$ cat src/inc/msmac_pkg.sv
// Purpose : Shared constants and types for the multiply-subtract datapath
// Assumes : Single clock, one-cycle execution per issued operation
// Notes   : Opcode bytes and field positions are held here once
package msmac_pkg;

  // ----------------------------------------------------------------------
  // Widths
  // ----------------------------------------------------------------------
  localparam int unsigned MSMAC_ACC_W  = 40;   // Accumulator width
  localparam int unsigned MSMAC_OPD_W  = 16;   // Memory / temp operand width
  localparam int unsigned MSMAC_EXT_W  = 17;   // Extended multiplier input width
  localparam int unsigned MSMAC_PRD_W  = 32;   // Multiplier result width
  localparam int unsigned MSMAC_NACC   = 4;    // Number of accumulators
  localparam int unsigned MSMAC_IDX_W  = 2;    // Accumulator index width

  // ----------------------------------------------------------------------
  // Field positions
  // ----------------------------------------------------------------------
  localparam int unsigned MSMAC_AHI_MSB = 32;  // Accumulator high slice top
  localparam int unsigned MSMAC_AHI_LSB = 16;  // Accumulator high slice bottom
  localparam int unsigned MSMAC_RND_BIT = 15;  // Rounding weight position
  localparam int unsigned MSMAC_NARROW_MSB = 31; // Sign bit for 32-bit overflow

  // ----------------------------------------------------------------------
  // Constants
  // ----------------------------------------------------------------------
  localparam logic [7:0]  MSMAC_COEF_OP_BYTE = 8'hd1;   // Coefficient form first byte
  localparam logic [1:0]  MSMAC_COEF_TAIL    = 2'h2;    // Coefficient form fixed bits
  localparam logic [39:0] MSMAC_ACC_RST      = 40'h00_0000_0000; // Accumulator reset
  localparam logic [39:0] MSMAC_RND_ADD      = 40'h00_0000_8000; // Rounding addend
  localparam logic [39:0] MSMAC_POS40        = 40'h7f_ffff_ffff; // 40-bit maximum
  localparam logic [39:0] MSMAC_NEG40        = 40'h80_0000_0000; // 40-bit minimum
  localparam logic [39:0] MSMAC_POS32        = 40'h00_7fff_ffff; // 32-bit maximum
  localparam logic [39:0] MSMAC_NEG32        = 40'hff_8000_0000; // 32-bit minimum
  localparam logic [31:0] MSMAC_PRD_SAT      = 32'h7fff_ffff;    // Product clamp
  localparam logic [31:0] MSMAC_PRD_OVF      = 32'h8000_0000;    // Overflowing product
  localparam int unsigned MSMAC_CYCLES       = 1;   // Execution latency in cycles

  // ----------------------------------------------------------------------
  // Types
  // ----------------------------------------------------------------------
  // Operation forms
  typedef enum logic [4:0] {
    MSMAC_FORM_REG  = 5'b00001,   // Accumulator high times temporary
    MSMAC_FORM_COEF = 5'b00010,   // Memory times coefficient, signed
    MSMAC_FORM_UCOF = 5'b00100,   // Memory times coefficient, unsigned coef
    MSMAC_FORM_DUAL = 5'b01000,   // Two data memory operands
    MSMAC_FORM_MEMT = 5'b10000    // Memory times temporary
  } msmac_form_t;

  // Mode bits presented by the status registers
  typedef struct packed {
    logic fractional_mode;
    logic multiply_saturation_mode;
    logic rounding_method;
    logic wide_overflow_mode;
    logic result_saturation_mode;
    logic sign_extension_mode;
    logic legacy_compat_mode;
  } msmac_mode_t;

  // One issued operation
  typedef struct packed {
    msmac_form_t                form;
    logic                       round_req;    // Rounding option present
    logic                       force_wide;   // Local 40-bit overflow option
    logic                       copy_t3;      // Copy memory operand to T3
    logic                       has_src;      // Optional source accumulator given
    logic [MSMAC_IDX_W-1:0]     src_idx;
    logic [MSMAC_IDX_W-1:0]     dst_idx;
    logic                       x_uns;        // Unsigned qualifier, first operand
    logic                       y_uns;        // Unsigned qualifier, second operand
    logic [MSMAC_OPD_W-1:0]     temp;         // Temporary register value
    logic [MSMAC_OPD_W-1:0]     mem_x;        // Single / first memory operand
    logic [MSMAC_OPD_W-1:0]     mem_y;        // Coefficient or second operand
  } msmac_op_t;

endpackage : msmac_pkg

$ cat src/hdl/msmac_ext17.sv
// Purpose : Extends a 16-bit operand to the 17-bit multiplier input
// Assumes : Purely combinational
// Notes   : Zero extension when i_signed is low (unsigned, or sign extension off in the dual form)
module msmac_ext17 (
  input  wire logic [15:0] i_val,       // Operand
  input  wire logic        i_signed,    // High to sign-extend
  output logic      [16:0] o_ext        // Extended operand
);
  import msmac_pkg::*;

  // Copy the top bit only when signed
  assign o_ext = {i_signed & i_val[MSMAC_OPD_W-1], i_val};

endmodule // msmac_ext17

$ cat src/hdl/msmac_core.sv
// Purpose : Multiply-and-subtract datapath with accumulators and flags
// Assumes : Decoder presents a decoded op and valid for one cycle each
// Notes   : Results and flags land one clock after the issue
//
// How it works
// [RQ1] Register form: acc bits 32..16 times temp
// [RQ2] Fractional mode doubles the product
// [RQ3] Product overflow handled per multiply saturation mode
// [RQ4] Product sign-extended to 40 bits, subtracted
// [RQ5] Round by method only when option present
// [RQ6] Overflow width from wide mode; sets flag
// [RQ7] Saturate destination on overflow when enabled
// [RQ8] Coefficient form: memory times coefficient, signed
// [RQ9] Optionally copy memory operand to T3
// [RQ10] Software keeps coefficients in internal memory
// [RQ11] Legacy mode with narrow overflow stays compatible
// [RQ12] Decoder recognises coefficient form encoding
// [RQ13] One-cycle execution; register form pairable
// [RQ14] Dual memory form, optional forced wide mode
// [RQ15] Unsigned coefficient form zero-extends coefficient
// [RQ16] Unsigned qualifier zero-extends, else per mode
// [RQ17] Missing source uses destination as minuend
module msmac_core (
  input  wire logic                 i_clk_sys,     // System clock, 200 MHz
  input  wire logic                 i_sys_rst,     // Async reset, active high
  input  wire logic                 i_valid,       // Operation issued this cycle
  input  wire msmac_pkg::msmac_op_t i_op,          // Decoded operation
  input  wire msmac_pkg::msmac_mode_t i_mode,      // Status mode bits
  input  wire logic [23:0]          i_instr,       // Raw three-byte instruction
  input  wire logic                 i_ovf_clr,     // Clear all overflow flags
  output logic [159:0]              o_acc,         // Accumulators 3..0 packed
  output logic [3:0]                o_ovf_flag,    // Per-accumulator overflow flags
  output logic [15:0]               o_t3,          // Third temporary register
  output logic                      o_t3_wr,       // Pulse: T3 was written
  output logic                      o_done,        // Pulse: result written
  output logic                      o_coef_form    // Raw word is coefficient form
);
  import msmac_pkg::*;

  // ----------------------------------------------------------------------
  // State
  // ----------------------------------------------------------------------
  logic [MSMAC_ACC_W-1:0] acc_q [MSMAC_NACC];     // Accumulators
  logic [MSMAC_ACC_W-1:0] acc_d [MSMAC_NACC];
  logic [MSMAC_NACC-1:0]  ovf_q, ovf_d;            // Overflow flags
  logic [MSMAC_OPD_W-1:0] t3_q, t3_d;              // Third temporary register
  logic                   t3_wr_q, t3_wr_d;        // T3 write pulse
  logic                   done_q, done_d;          // Completion pulse
  logic                   coef_q, coef_d;          // Coefficient form match

  // ----------------------------------------------------------------------
  // Operand selection
  // ----------------------------------------------------------------------
  logic [MSMAC_OPD_W-1:0] a_raw, b_raw;            // Multiplier inputs, raw
  logic                   a_sgn, b_sgn;            // Sign-extend selects
  logic [MSMAC_EXT_W-1:0] a_ext, b_ext;            // 17-bit multiplier inputs
  logic [MSMAC_ACC_W-1:0] src_acc;                 // Selected source accumulator
  logic [MSMAC_ACC_W-1:0] hi_acc;                  // Accumulator for the register form

  // Pick operands for each form
  always_comb begin
    hi_acc = acc_q[i_op.src_idx];
    a_raw  = i_op.mem_x;
    b_raw  = i_op.mem_y;
    a_sgn  = 1'b1;
    b_sgn  = 1'b1;
    case (i_op.form)
      MSMAC_FORM_REG: begin
        a_raw = hi_acc[MSMAC_AHI_MSB-1:MSMAC_AHI_LSB]; // RQ1
        b_raw = i_op.temp;
      end
      MSMAC_FORM_COEF: begin
        b_raw = i_op.mem_y;                             // RQ8
      end
      MSMAC_FORM_UCOF: begin
        b_sgn = 1'b0;                                   // RQ15
      end
      MSMAC_FORM_DUAL: begin
        a_sgn = ~i_op.x_uns & i_mode.sign_extension_mode; // RQ16
        b_sgn = ~i_op.y_uns & i_mode.sign_extension_mode; // RQ16
      end
      MSMAC_FORM_MEMT: begin
        b_raw = i_op.temp;
      end
      default: begin
        a_raw = i_op.mem_x;
      end
    endcase
  end

  // Extenders for the two multiplier inputs
  msmac_ext17 u_ext_a (
    .i_val    (a_raw),
    .i_signed (a_sgn),
    .o_ext    (a_ext)
  );

  msmac_ext17 u_ext_b (
    .i_val    (b_raw),
    .i_signed (b_sgn),
    .o_ext    (b_ext)
  );

  // ----------------------------------------------------------------------
  // Multiply, scale and extend
  // ----------------------------------------------------------------------
  logic signed [33:0]     prod_full;               // 17x17 signed product
  logic signed [34:0]     prod_frac;               // After optional doubling
  logic [MSMAC_PRD_W-1:0] prod32;                  // 32-bit multiplier result
  logic [MSMAC_ACC_W-1:0] prod40;                  // Sign-extended product
  logic                   prod_ovf_case;           // Fractional -1 * -1 case
  logic                   a_hi_bit;                // Register-form slice top bit

  // Product, fractional shift and saturation of the special case
  always_comb begin
    a_hi_bit  = hi_acc[MSMAC_AHI_MSB];
    prod_full = $signed(i_op.form == MSMAC_FORM_REG ? {a_hi_bit, a_raw} : a_ext)
              * $signed(b_ext);
    prod_frac = i_mode.fractional_mode ? {prod_full, 1'b0}          // RQ2
                                       : {prod_full[33], prod_full};
    prod32    = prod_frac[MSMAC_PRD_W-1:0];
    // Doubled 8000h*8000h overflows 32 bits
    prod_ovf_case = i_mode.fractional_mode && (prod32 == MSMAC_PRD_OVF)
                  && !prod_frac[34];
    if (prod_ovf_case && i_mode.multiply_saturation_mode) begin
      prod32 = MSMAC_PRD_SAT;                                       // RQ3
    end
    prod40 = {{(MSMAC_ACC_W-MSMAC_PRD_W){prod32[MSMAC_PRD_W-1]}}, prod32}; // RQ4
  end

  // ----------------------------------------------------------------------
  // Subtract, round, detect overflow, saturate
  // ----------------------------------------------------------------------
  logic [MSMAC_ACC_W:0]   diff41;                  // Difference with carry bit
  logic [MSMAC_ACC_W:0]   rnd41;                   // After rounding
  logic [MSMAC_ACC_W-1:0] res;                     // Final result
  logic                   wide_eff;                // Effective wide overflow mode
  logic                   ovf40, ovf32, ovf;       // Overflow detection
  logic                   neg;                     // Direction of overflow

  // Arithmetic path
  always_comb begin
    src_acc  = i_op.has_src ? acc_q[i_op.src_idx] : acc_q[i_op.dst_idx]; // RQ17
    wide_eff = i_mode.wide_overflow_mode                               // RQ6
             | (i_op.force_wide & (i_op.form == MSMAC_FORM_DUAL));     // RQ14
    diff41   = {src_acc[MSMAC_ACC_W-1], src_acc}
             - {prod40[MSMAC_ACC_W-1], prod40};                        // RQ4
    rnd41    = diff41;
    if (i_op.round_req) begin                                          // RQ5
      rnd41 = diff41 + {1'b0, MSMAC_RND_ADD};
      if (!i_mode.rounding_method) begin
        rnd41[MSMAC_RND_BIT:0] = '0;
      end else if (diff41[MSMAC_RND_BIT:0] == 16'h8000 && !diff41[MSMAC_AHI_LSB]) begin
        rnd41 = diff41;                                                // Tie to even
        rnd41[MSMAC_RND_BIT:0] = '0;
      end else begin
        rnd41[MSMAC_RND_BIT:0] = '0;
      end
    end
    neg   = rnd41[MSMAC_ACC_W];
    ovf40 = rnd41[MSMAC_ACC_W] ^ rnd41[MSMAC_ACC_W-1];                 // RQ6
    // Narrow mode watches bit 31; legacy compatible by construction
    ovf32 = (rnd41[MSMAC_ACC_W:MSMAC_NARROW_MSB] != '0)
          && (rnd41[MSMAC_ACC_W:MSMAC_NARROW_MSB] != '1);              // RQ11
    ovf   = wide_eff ? ovf40 : ovf32;                                  // RQ6
    res   = rnd41[MSMAC_ACC_W-1:0];
    if (ovf && i_mode.result_saturation_mode) begin                    // RQ7
      if (wide_eff) begin
        res = neg ? MSMAC_NEG40 : MSMAC_POS40;
      end else begin
        res = neg ? MSMAC_NEG32 : MSMAC_POS32;
      end
    end
  end

  // ----------------------------------------------------------------------
  // Next state
  // ----------------------------------------------------------------------
  // Writes result, flag and T3 in the one execution cycle
  always_comb begin
    for (int k = 0; k < MSMAC_NACC; k++) begin
      acc_d[k] = acc_q[k];
    end
    ovf_d   = ovf_q;
    t3_d    = t3_q;
    t3_wr_d = 1'b0;
    done_d  = 1'b0;
    // Raw encoding check: pattern byte, then fixed tail bits
    coef_d  = (i_instr[23:16] == MSMAC_COEF_OP_BYTE)
            && (i_instr[3:2] == MSMAC_COEF_TAIL);                      // RQ12
    if (i_ovf_clr) begin
      ovf_d = '0;                                    // Clear first, set wins below
    end
    if (i_valid) begin                               // RQ13
      acc_d[i_op.dst_idx] = res;
      done_d              = 1'b1;
      if (ovf) begin
        ovf_d[i_op.dst_idx] = 1'b1;                  // RQ6
      end
      if (i_op.copy_t3 && i_op.form != MSMAC_FORM_REG) begin
        t3_d    = i_op.mem_x;                        // RQ9
        t3_wr_d = 1'b1;
      end
    end
  end

  // Register all state
  always_ff @(posedge i_clk_sys or posedge i_sys_rst) begin
    if (i_sys_rst) begin
      for (int k = 0; k < MSMAC_NACC; k++) begin
        acc_q[k] <= MSMAC_ACC_RST;
      end
      ovf_q   <= '0;
      t3_q    <= '0;
      t3_wr_q <= 1'b0;
      done_q  <= 1'b0;
      coef_q  <= 1'b0;
    end else begin
      for (int k = 0; k < MSMAC_NACC; k++) begin
        acc_q[k] <= acc_d[k];
      end
      ovf_q   <= ovf_d;
      t3_q    <= t3_d;
      t3_wr_q <= t3_wr_d;
      done_q  <= done_d;
      coef_q  <= coef_d;
    end
  end

  // ----------------------------------------------------------------------
  // Outputs
  // ----------------------------------------------------------------------
  assign o_acc       = {acc_q[3], acc_q[2], acc_q[1], acc_q[0]};
  assign o_ovf_flag  = ovf_q;
  assign o_t3        = t3_q;
  assign o_t3_wr     = t3_wr_q;
  assign o_done      = done_q;
  assign o_coef_form = coef_q;

endmodule // msmac_core

$ cat config.mk
export PLATFORM = sky130hd
export DESIGN_NAME = msmac_core
export DESIGN_NICKNAME = d
export VERILOG_FILES = /design/src/inc/msmac_pkg.sv /design/src/hdl/msmac_ext17.sv /design/src/hdl/msmac_core.sv
export SDC_FILE = /design/constraint.sdc
export NUM_CORES = 1
export LEC_CHECK = 0
export BUFFER_PORTS_ARGS = -buffer_cell sky130_fd_sc_hd__buf_4
export CELL_PAD_IN_SITES_DETAIL_PLACEMENT = 0
export CELL_PAD_IN_SITES_GLOBAL_PLACEMENT = 1
export CORE_ASPECT_RATIO = 1.25
export CORE_UTILIZATION = 48
export CTS_BUF_LIST = sky130_fd_sc_hd__clkbuf_8
export DETAILED_ROUTE_END_ITERATION = 6
export GPL_TIMING_DRIVEN = 0
export PLACE_DENSITY = 0.9
export SYNTH_ARGS = -nofsm -noshare
export SYNTH_HDL_FRONTEND = slang
export SYNTH_SLANG_ARGS = --single-unit
$ cat constraint.sdc
create_clock -name i_clk_sys -period 18 [get_ports i_clk_sys]
set_input_delay 0.9 -clock i_clk_sys [delete_from_list [all_inputs] [get_ports i_clk_sys]]
set_output_delay 0.9 -clock i_clk_sys [all_outputs]
set_load 0.05 [all_outputs]
Yosys cells after proc, flatten, opt, wreduce, memory -nomap -nowiden
Cells that the tools add are included.

Flip-flop bits (word level): 183. Word-level logic and storage cells: 87.

Add/sub/neg operators: 2. Multipliers: 1. Order comparisons: 5. Eq/ne operators: 10. Mux-type cells: 33. Bitwise operators: 12. Reductions and logical operators: 15.

Operators with widths (count): $mux 40 (10); $bmux 40 s2 (2); $bwmux 160 (1); $demux 40 s2 (1); $mux 32 (2); $mux 25 (2); $add 41x16->41 const B (1); $mux 41 (1); $sub 40x32->41 (1); $mul 17x17->34 (1); $eq 32x32->1 const B (1); $mux 16 (2); $mux 17 (1); $eq 16x16->1 const B (1); $mux 4 (3); $logic_and 1x1->1 (10); $ne 10x10->1 const B (1); $reduce_bool 10->1 (1); $eq 8x8->1 const B (1); $ge 3x3->1 const B (2); $mux 1 (6); $not 2->3 (2); $and 1x1->1 (5); $eq 5x1->1 const B (1); other kinds (17) (19).

Longest topological paths before layout
Gate-level depths: netlist (run 1).

Word-level depth: 26. Mapped depth: 61. Depth with buffers taken out: 53.

Hierarchy
A second synthesis (run 1) with hierarchy kept.

Cells, all modules: 2812. Area, all modules: 26335.3 sq um.

By module, submodules not included: msmac_core (instances 1, cells each 2778, area each 26082.5 sq um); msmac_ext17 (instances 2, cells each 17, area each 126.4 sq um).

Least setup slack after synthesis (run 1)
Ideal clock, no wire load.

Path type: input to register. Start: in i_op[53] (netlist name). End: reg acc_q, in the netlist o_acc[104]. Setup time: 0.104 ns. Data arrival time: 13.975 ns. Slack: 3.921 ns. Stages: 55. Buffers on the path: 7. Path through: buf_1 clkbuf_1 mux4_2 mux2i_1 nor2_1 fa_1 fa_1 inv_1 fa_1 inv_1 fa_1 fa_1 inv_1 fa_1 inv_1 ha_1 a21oi_1 nor2b_1 (+19 left out) nand3_1 o211ai_1 inv_1 ha_1 nand2_1 a31oi_1 or4b_1 buf_2 nor2_1 xnor2_1 inv_1 ha_1 o21a_1 buf_1 buf_1 nand4_2 clkbuf_2 o311ai_1.

Longest elaborated chain between the ends: 26. Elaborated cells between the ends (all ways): 35.

RTL lines: start: declaration (line msmac_core.sv:27) `input wire msmac_pkg::msmac_op_t i_op,`; $not 2->3 (implied by the code) (*) (line msmac_core.sv:62, msmac_core.sv:143); $bmux 40 s2 (*) (line msmac_core.sv:62, msmac_core.sv:143); $mux 40 (implied by the code) (*) (2 in a row) (line msmac_core.sv:143) `src_acc = i_op.has_src ? acc_q[i_op.src_idx] : acc_q[i_op.dst_idx];`; $mux 16 (line msmac_core.sv:67) `case (i_op.form)`; $and 1x1->1 (line msmac_ext17.sv:12) `assign o_ext = {i_signed & i_val[MSMAC_OPD_W-1], i_val};`; $mux 17 (line msmac_core.sv:117) `prod_full = $signed(i_op.form == MSMAC_FORM_REG ? {a_hi_bit, a_raw} : a_ext)`; $mul 17x17->34 (line msmac_core.sv:118) `* $signed(b_ext);`; $mux 32 (line msmac_core.sv:119) `prod_frac = i_mode.fractional_mode ? {prod_full, 1'b0}`; (+6 left out); parallel branches: the longest is 4 deep, another holds $add 41x16->41; $mux 41 (*) (line msmac_core.sv:149) `if (i_op.round_req) begin`; $ne 10x10->1 or $reduce_bool 10->1 (tied branches) (line msmac_core.sv:164, msmac_core.sv:163); $logic_and 1x1->1 (line msmac_core.sv:164) `&& (rnd41[MSMAC_ACC_W:MSMAC_NARROW_MSB] != '1);`; $mux 1 (line msmac_core.sv:165) `ovf = wide_eff ? ovf40 : ovf32;`; $logic_and 1x1->1 (line msmac_core.sv:167) `if (ovf && i_mode.result_saturation_mode) begin`; $mux 40 (*) (line msmac_core.sv:167); $bwmux 160 (*) (line msmac_core.sv:195) `acc_d[i_op.dst_idx] = res;`; end signal: indexed assignment (line msmac_core.sv:220) `acc_q[k] <= acc_d[k];`; end: declaration (line msmac_core.sv:43) `logic [MSMAC_ACC_W-1:0] acc_q [MSMAC_NACC];`.

Mark *: on every way between the ends. The select of a mux whose other input is x is not followed. A chain may end at the register's enable or synchronous reset.

Worst setup path after layout (run 1)
Start: in i_op[52] (netlist name). End: reg acc_q, in the netlist o_acc[98].

The elaborated chain is that of the path after synthesis.

==> results of run 1 <==
[timing repair]
| action | in CTS | in global routing |
|---|---|---|
| gates resized for setup | 2 | 24 |
| setup endpoints to repair | 127 | 164 |
| endpoints found under the hold margin | 0 | 0 |
[per-layer routing]
| layer | track usage | share of wire | vias up |
|---|---|---|---|
| li1 | - | - | 9705 |
| met1 | 0.408 | 0.36 | 11200 |
| met2 | 0.588 | 0.49 | 1228 |
| met3 | 0.0584 | 0.080 | 312 |
| met4 | 0.219 | 0.068 | 0 |
| met5 | 0 | 0 | - |
[registers in the layout (all words and copies together), names as in the netlist]
name / flops
o_acc: 160
o_t3: 16
o_ovf_flag: 4
o_coef_form: 1
o_done: 1
o_t3_wr: 1
[critical path, delay by kind of cell]
family,cells,cell delay (ps)
xor+xnor,2,640
buf+inv,14,3680
mux,2,1490
fa+ha+maj,10,4220
simple gates,14,4270
compound gates,11,2310
[worst paths after layout]
kind | cells after the start | to
max | 53 | o_acc[98]
min | 2 | o_coef_form
max reg2reg | 49 | o_acc[98]
min reg2reg | 1 | o_t3[10]
max in group asynchronous | 3 | o_acc[60]
min in group i_clk_sys | 2 | o_coef_form
[placed cells by master, fill, tap and decap left out, types with 19 or more instances in the layout]
cell type  netlist  routed
fa_1           297     297
mux4_2          80      80
o311ai_1        76      76
and2_1          19      19
ha_1           132     132
a21oi_1        134     134
clkbuf_1        92      87
a21o_1          42      42
o21ai_0         44      44
xnor2_1         50      50
inv_1          346     345
nand2_1        305     305
mux2i_1         34      27
buf_4            0     264
dfrtp_1        183     183
nand4_1         25      25
o211ai_1        24      24
mux2_2          86      86
nor2_1         299     299
xor2_1          28      28
nor3_1          24      24
a211oi_1        40      40
nand3_1         21      21
[cells by family (layout without fill, tap and decap cells)]
family | count (synthesis) | after routing | synth area share
compound gates | 494 | 494 | 0.142
xor+xnor | 78 | 78 | 0.0273
fa+ha+maj | 429 | 429 | 0.304
buf+inv | 478 | 775 | 0.0751
flops | 183 | 183 | 0.183
mux | 200 | 200 | 0.124
simple gates | 800 | 800 | 0.144
[area by class of cell]
cell class,instances,area (µm²),share of cell area
multi-input combinational,2001,18600,0.656
timing repair buffer,265,2010,0.0708
tap,665,832,0.0293
inverter,347,1310,0.0462
sequential,183,4580,0.161
buffer,131,591,0.0208
clock buffer,17,234,0.00825
clock inverter,15,206,0.00728
[metrics by stage]
| step | instance area, µm² | TNS [ps] |
|---|---|---|
| 6_report | 28400 | 0 |
| 5_1_grt | 28400 | 0 |
| 4_1_cts | 28300 | 0 |
| 3_5_place_dp | 27900 | -120460 |
| 3_3_place_gp | 27800 | -70330 |
| 2_1_floorplan | 25000 | 0 |
==> flow_metrics.tcl, run 1 <==
set metrics [dict create \
    violations "design-rule violations" \
    setup_viol 0 \
    synth_common_cells "inv_1 (346), nand2_1 (305), nor2_1 (299), fa_1 (297), dfrtp_1 (183)" \
    holdCritPathClass "in2async" \
    avgRoutedWirePerCell_um 24.9 \
    vias 22400 \
    die_h_um 257 \
    rows 93 \
    gp_congestion 0.986 \
    drt-total-wl_um 90100 \
    cp_max_fo 10 \
    maxSlewHeadroom 0.0810 \
    clk_pin_slew_worst_paths_ps 120 \
    crit_top_cell "fa_1" \
    synth_edf_count 0 \
    synth-seq-area-share 0.183 \
    grt_pass1_vias 22800 \
    io_pins 281 \
    finish.utilization 0.551 \
    cp_slowest_cell "mux2i_1" \
    max_freq_mhz 58.4 \
    ys.flop_type "dfrtp_1" \
    start_util 0.486 \
    antenna_found_initial 1 \
    grt_start_max_net_pins 129 \
    netlist_instances 2662 \
    yosys_warnings 0 \
    ctsHoldBuffers 0 \
    worstMarginPinSlew_ps 1340 \
    fp.dieW_um 206 \
    ys_types 89 \
    fin_nets 3473 \
    drc_errors 9 \
    synth_top_cell_area_share 0.238 \
    htree_levels 4 \
    synth.most_common_cell "inv_1" \
    drtIter0Drc 2130 \
    cp-startpoint "i_op[52]" \
    hold_ws_ps 318 \
    place_inst 3592 \
    synth.largest_area_cell "fa_1" \
    firstDrtPassIters 7 \
    fin_cells 3624 \
    post_cts_buffers 0 \
    crit_arrival_ps 17590 \
    cts_tree "built" \
    core_um2 51400 \
    antenna_cells 0 \
    rsz0062_at_grt "false" \
    grt_use_total 0.348 \
    dieArea_um2 53000 \
    min_period_ps 17110 \
    startpoint_type "input port" \
    drt-vias-per-instance 6.18 \
    area_growth_pct 13.5 \
    worstSkewPairLatency_ps 610 \
    finalCritPeriodShare 0.951 \
    synthArstFlopShare 1.00 \
    cts_buffers 17 \
    critPathRequiredTime_ps 18480 \
    rr_startpoint "o_acc[112]" \
    cts_buffer_depth 2 \
    place_ws_ps -1100 \
    cp_slowest_stage_delay_ps 1030 \
    dpl.hpwl_um 73600 \
    critical_path_class "in2reg" \
    layout_setup_ws_ps 888 \
    grt_pass1_wl_um 136000 \
    syn_area_um2 25000 \
    cp-end-kind "register" \
    portBuffers 263 \
    skew_ps 37.4 \
    max-cap-violations 0 \
    syn_nets 3189 \
    synthTopCellsByArea "fa_1 (24%), dfrtp_1 (18%), mux4_2 (7.2%), ha_1 (6.6%), inv_1 (5.2%)" \
    drive_gt1_frac 0.191 \
    drtAntennaViolNets 0 \
    syn_area_per_cell_um2 9.39 \
    root_buffer "clkbuf_8" \
    cts_num_sinks 183 \
    gr-total-overflow 0 \
    status "complete, but fails checks" \
    report.final.hold_viol_count 0 \
    maxSlewViolCount 0 \
    r2r_slack_ps 1880 \
    fillers 4665 \
    yosys_register_bits 183 \
]
Power of run 1 is left out: the tool's default activity adds up to more than one toggle a clock period on the data nets, which glitch-free logic cannot reach.
==> inputs of run 2 (changes only) <==
Settings changed: RECOVER_POWER from default to 100.
==> run 2 against run 1 <==
Against the previous run:
- the run ends with design-rule violations, max-capacitance violations, max-slew violations left
- sequential share of layout area rose by 0.45 points
- wire length decreased by 0.32%
- worst setup slack worse by 230 ps
- hold slack improved by 140 ps
- largest cell class unchanged
- final cell count stayed put
- via count hardly changed
- critical path depth is 2 lower
- register-to-register slack lost 170 ps
- sequential cell count unchanged
- core utilization is 1.5 points lower
==> flow_metrics.tcl, run 2 (synthesis gave the netlist of run 1 again) <==
set metrics [dict create \
    largest_reg_flops 160 \
    gr-max-usage-layer "met2" \
    drive_gt1_frac 0.124 \
    place_inst 3592 \
    cts_buffers 17 \
    multi_input_area_um2 18600 \
    cp-end-kind "register" \
    fillers 4866 \
    max-cap-violations 2 \
    maxSlewHeadroom -3.67 \
    status "complete, but fails checks" \
    layout_commonest_cell "inv_1" \
    clk_pin_slew_worst_paths_ps 120 \
    grt_pass1_vias 22800 \
    mostFrequentLayoutCells "inv_1 (345), nand2_1 (305), nor2_1 (300)" \
    place_ws_ps -1100 \
    grt_pass1_wl_um 136000 \
    use_met3 0.0584 \
    worst-path-stages 51 \
    fp.dieW_um 206 \
    max_freq_mhz 57.7 \
    drtAntennaViolNets 0 \
    portBuffers 263 \
    dieArea_um2 53000 \
    cts_buffer_depth 2 \
    cts_tree "built" \
    cp_slowest_cell "mux2i_1" \
    critPathBufInv 12 \
    post_cts_buffers 0 \
    drt-vias-per-instance 6.18 \
    startpoint_type "input port" \
    io_pins 281 \
    r2r_slack_ps 1710 \
    area_growth_pct 10.4 \
    fin_nets 3473 \
    core_um2 51400 \
    grt_use_total 0.348 \
    ctsHoldBuffers 0 \
    rows 93 \
    report.final.hold_viol_count 0 \
    antenna_found_initial 1 \
    min_period_ps 17340 \
    htree_levels 4 \
    drc_errors 6 \
    crit_arrival_ps 17790 \
    seq_area_um2 4580 \
    antenna_cells 0 \
    cp_slowest_stage_delay_ps 1000 \
    cts_num_sinks 183 \
    hold_ws_ps 455 \
    path_delay_family "simple AND/OR/NAND/NOR gates" \
    violations "design-rule violations, max-capacitance violations, max-slew violations" \
    gp_congestion 0.986 \
    fin_cells 3624 \
    firstDrtPassIters 7 \
    rsz0062_at_grt "false" \
    skew_ps 37.7 \
    critPathRequiredTime_ps 18450 \
    avgRoutedWirePerCell_um 24.8 \
    setup_viol 0 \
    grt_use_met2 0.588 \
    layout_setup_ws_ps 662 \
    drt-total-wl_um 89800 \
    min_delay_path_depth 2 \
    crit_top_cell "fa_1" \
    holdCritPathClass "in2reg" \
    root_buffer "clkbuf_8" \
    reg2reg_depth 47 \
    die_h_um 257 \
    cts-resized-gates 2 \
    drtIter0Drc 2012 \
    maxSlewViolCount 186 \
    cp_max_fo 10 \
    worstMarginPinSlew_ps 7000 \
    gr-usage-met1 0.408 \
    finalCritPeriodShare 0.963 \
    dpl.hpwl_um 73600 \
    critical_path_class "in2reg" \
    gr-total-overflow 0 \
    start_util 0.486 \
    worstSkewPairLatency_ps 610 \
    grt_start_max_net_pins 129 \
    vias 22400 \
]
==> run 2: changes by cell type in the layout (fill, tap and decap cells not counted), moves of 2 or more <==
cell,previous run,this run
o311ai_1,76,33
o311ai_0,2,45
buf_4,264,77
a21oi_1,134,141
buf_1,9,7
clkbuf_1,87,277
clkbuf_4,0,2
a21oi_2,11,4
==> run 2: per-layer routing <==
| metal | share of wire | wire length, µm | vias to the layer above |
|---|---|---|---|
| li1 | - | - | 9706 |
| met1 | 0.36 | 32000 | 11100 |
| met2 | 0.49 | 44500 | 1254 |
| met3 | 0.080 | 7160 | 308 |
| met4 | 0.069 | 6210 | 0 |
| met5 | 0 | 0 | - |
==> run 2: layout make-up <==
cell class / instances / area share
Inverter: 347 / 0.0473
Buffer: 131 / 0.0211
Sequential cell: 183 / 0.166
Timing Repair Buffer: 265 / 0.0468
Multi-Input combinational cell: 2001 / 0.673
Tap cell: 665 / 0.0302
Clock buffer: 17 / 0.00848
Clock inverter: 15 / 0.00748
==> run 2: worst paths after layout <==
kind | startpoint | endpoint
min in group asynchronous | i_sys_rst | o_coef_form
max | i_op[52] | o_acc[74]
max in group asynchronous | i_sys_rst | o_acc[129]
min | i_instr[2] | o_coef_form
max reg2reg | o_acc[32] | o_acc[74]
min reg2reg | o_t3[10] | o_t3[10]
==> run 2: per-stage QoR <==
step	area, µm²	utilization	TNS (ps)
after floorplan	25000	-	0
after global routing	27600	0.536	0
after CTS	28300	0.550	0
after detailed placement	27900	0.542	-120460
final	27600	0.536	0
after global placement	27800	0.541	-70330
Power of run 2 is left out for the same reason.
==> inputs of run 3 (changes only) <==
Settings changed: CORE_ASPECT_RATIO 1.25 to 0.8.
Clock period 18 ns to 18.7 ns, I/O delays scaled along.
==> run 3 against run 2 <==
Against the previous run:
- the flow finishes with violations (max-capacitance violations, max-slew violations)
- non-clock buffer count grew 1
- clock-buffer cell count stayed put
- cell area shrank 0.25%
- critical path depth shrank 1
==> flow_metrics.tcl, run 3 (synthesis gave the netlist of run 1 again) <==
set metrics [dict create \
    core_um2 51200 \
    firstDrtPassIters 6 \
    drt-vias-per-instance 6.28 \
    cp_slowest_cell "mux2i_1" \
    crit_top_cell "fa_1" \
    rsz0062_at_grt "false" \
    clk_pin_slew_worst_paths_ps 140 \
    seq_area_um2 4580 \
    worstMarginPinSlew_ps 5670 \
    maxSlewViolCount 186 \
    die_h_um 206 \
    violations "max-capacitance violations, max-slew violations" \
    antenna_found_initial 3 \
    critPathRequiredTime_ps 19170 \
    htree_levels 4 \
    vias 22900 \
    crit_arrival_ps 18500 \
    cts_buffer_depth 2 \
    holdCritPathClass "in2reg" \
    drtIter0Drc 2635 \
    final_area_um2 27500 \
    layout_setup_ws_ps 662 \
    fin_tns_setup_ps 0 \
    dieArea_um2 53000 \
    critPathBufInv 13 \
    max-cap-violations 2 \
    report.final.hold_viol_count 0 \
    fp.dieW_um 257 \
    worstSkewPairLatency_ps 600 \
    cp_slowest_stage_delay_ps 910 \
    largest_reg_flops 160 \
    drive_gt1_frac 0.119 \
    fin_nets 3474 \
    cts_tree "built" \
    critical_path_class "in2reg" \
    place_area_um2 27900 \
    antenna_cells 0 \
    dpl.hpwl_um 75600 \
    setup_viol 0 \
    grt_pass1_vias 22500 \
    startpoint_type "input port" \
    rows 74 \
    place_ws_ps -82.8 \
    avgRoutedWirePerCell_um 25.2 \
    grt_use_total 0.351 \
    fillers 4828 \
    cp-end-kind "register" \
    io_pins 281 \
    drc_errors 0 \
    cp_max_fo 10 \
    skew_ps 34.6 \
    drt-total-wl_um 91700 \
    finalCritPeriodShare 0.965 \
    portBuffers 263 \
    mostFrequentLayoutCells "inv_1 (345), nand2_1 (305), nor2_1 (299)" \
    multi_input_area_um2 18500 \
    layout_commonest_cell "inv_1" \
    area_growth_pct 10.1 \
    cts_num_sinks 183 \
    status "complete, but fails checks" \
    cts_buffers 17 \
    finish.utilization 0.538 \
    ctsHoldBuffers 0 \
    gp_congestion 0.987 \
    start_util 0.488 \
    max_freq_mhz 55.4 \
    grt_start_max_net_pins 103 \
    path_delay_family "simple AND/OR/NAND/NOR gates" \
    post_cts_buffers 0 \
    grt_pass1_wl_um 139000 \
    gr-total-overflow 0 \
    root_buffer "clkbuf_8" \
    min_period_ps 18040 \
    maxSlewHeadroom -2.78 \
    drtAntennaViolNets 0 \
]
## run 3: cell count changes in the layout (fill, tap and decap cells not counted), sizes merged
| cell | delta |
|---|---|
| buf | -1 |
| clkbuf | +3 |
| clkdlybuf4s15 | -1 |
| clkinv | +1 |
| inv | -1 |
## run 3: cell type report
type | instances | share of cell area
Sequential cell | 183 | 0.166
Multi-Input combinational cell | 2001 | 0.671
Buffer | 131 | 0.0197
Clock buffer | 17 | 0.00850
Timing Repair Buffer | 266 | 0.0476
Inverter | 347 | 0.0474
Clock inverter | 15 | 0.00809
Tap cell | 684 | 0.0311
## run 3: per-layer routing
layer  GRT usage  vias to the layer above  share of wire  routed length (µm)
li1            -                     9696              -                   -
met1       0.503                    11500           0.42               38400
met2       0.508                     1450           0.42               38500
met3       0.109                      203           0.13               11900
met4       0.106                        4          0.031                2870
met5           0                        -        0.00029                  27
## run 3: path summary, 6_finish.rpt
check	start	to	slack (ps)	depth (start not counted)
setup reg to reg	o_acc[152]	o_acc[144]	1620	48
hold reg to reg	o_t3[14]	o_t3[14]	520	1
setup / recovery	i_op[52]	o_acc[144]	660	50
max in group asynchronous	i_sys_rst	o_acc[53]	10690	3
hold / removal	i_instr[2]	o_coef_form	470	2
min in group asynchronous	i_sys_rst	o_acc[77]	1410	2
## run 3: through the flow
step,instances,hold WS [ps]
floorplan,2662,761
global placement,3609,490
detailed placement,3612,497
CTS,3644,392
global route,3644,463
finish,3644,473
## run 3: repair_timing
item / in CTS / in global routing
gates resized for setup: 0 / 11
endpoints found under the hold margin: 0 / 0
endpoints found under the setup margin: 0 / 161
Power of run 3 is left out for the same reason.
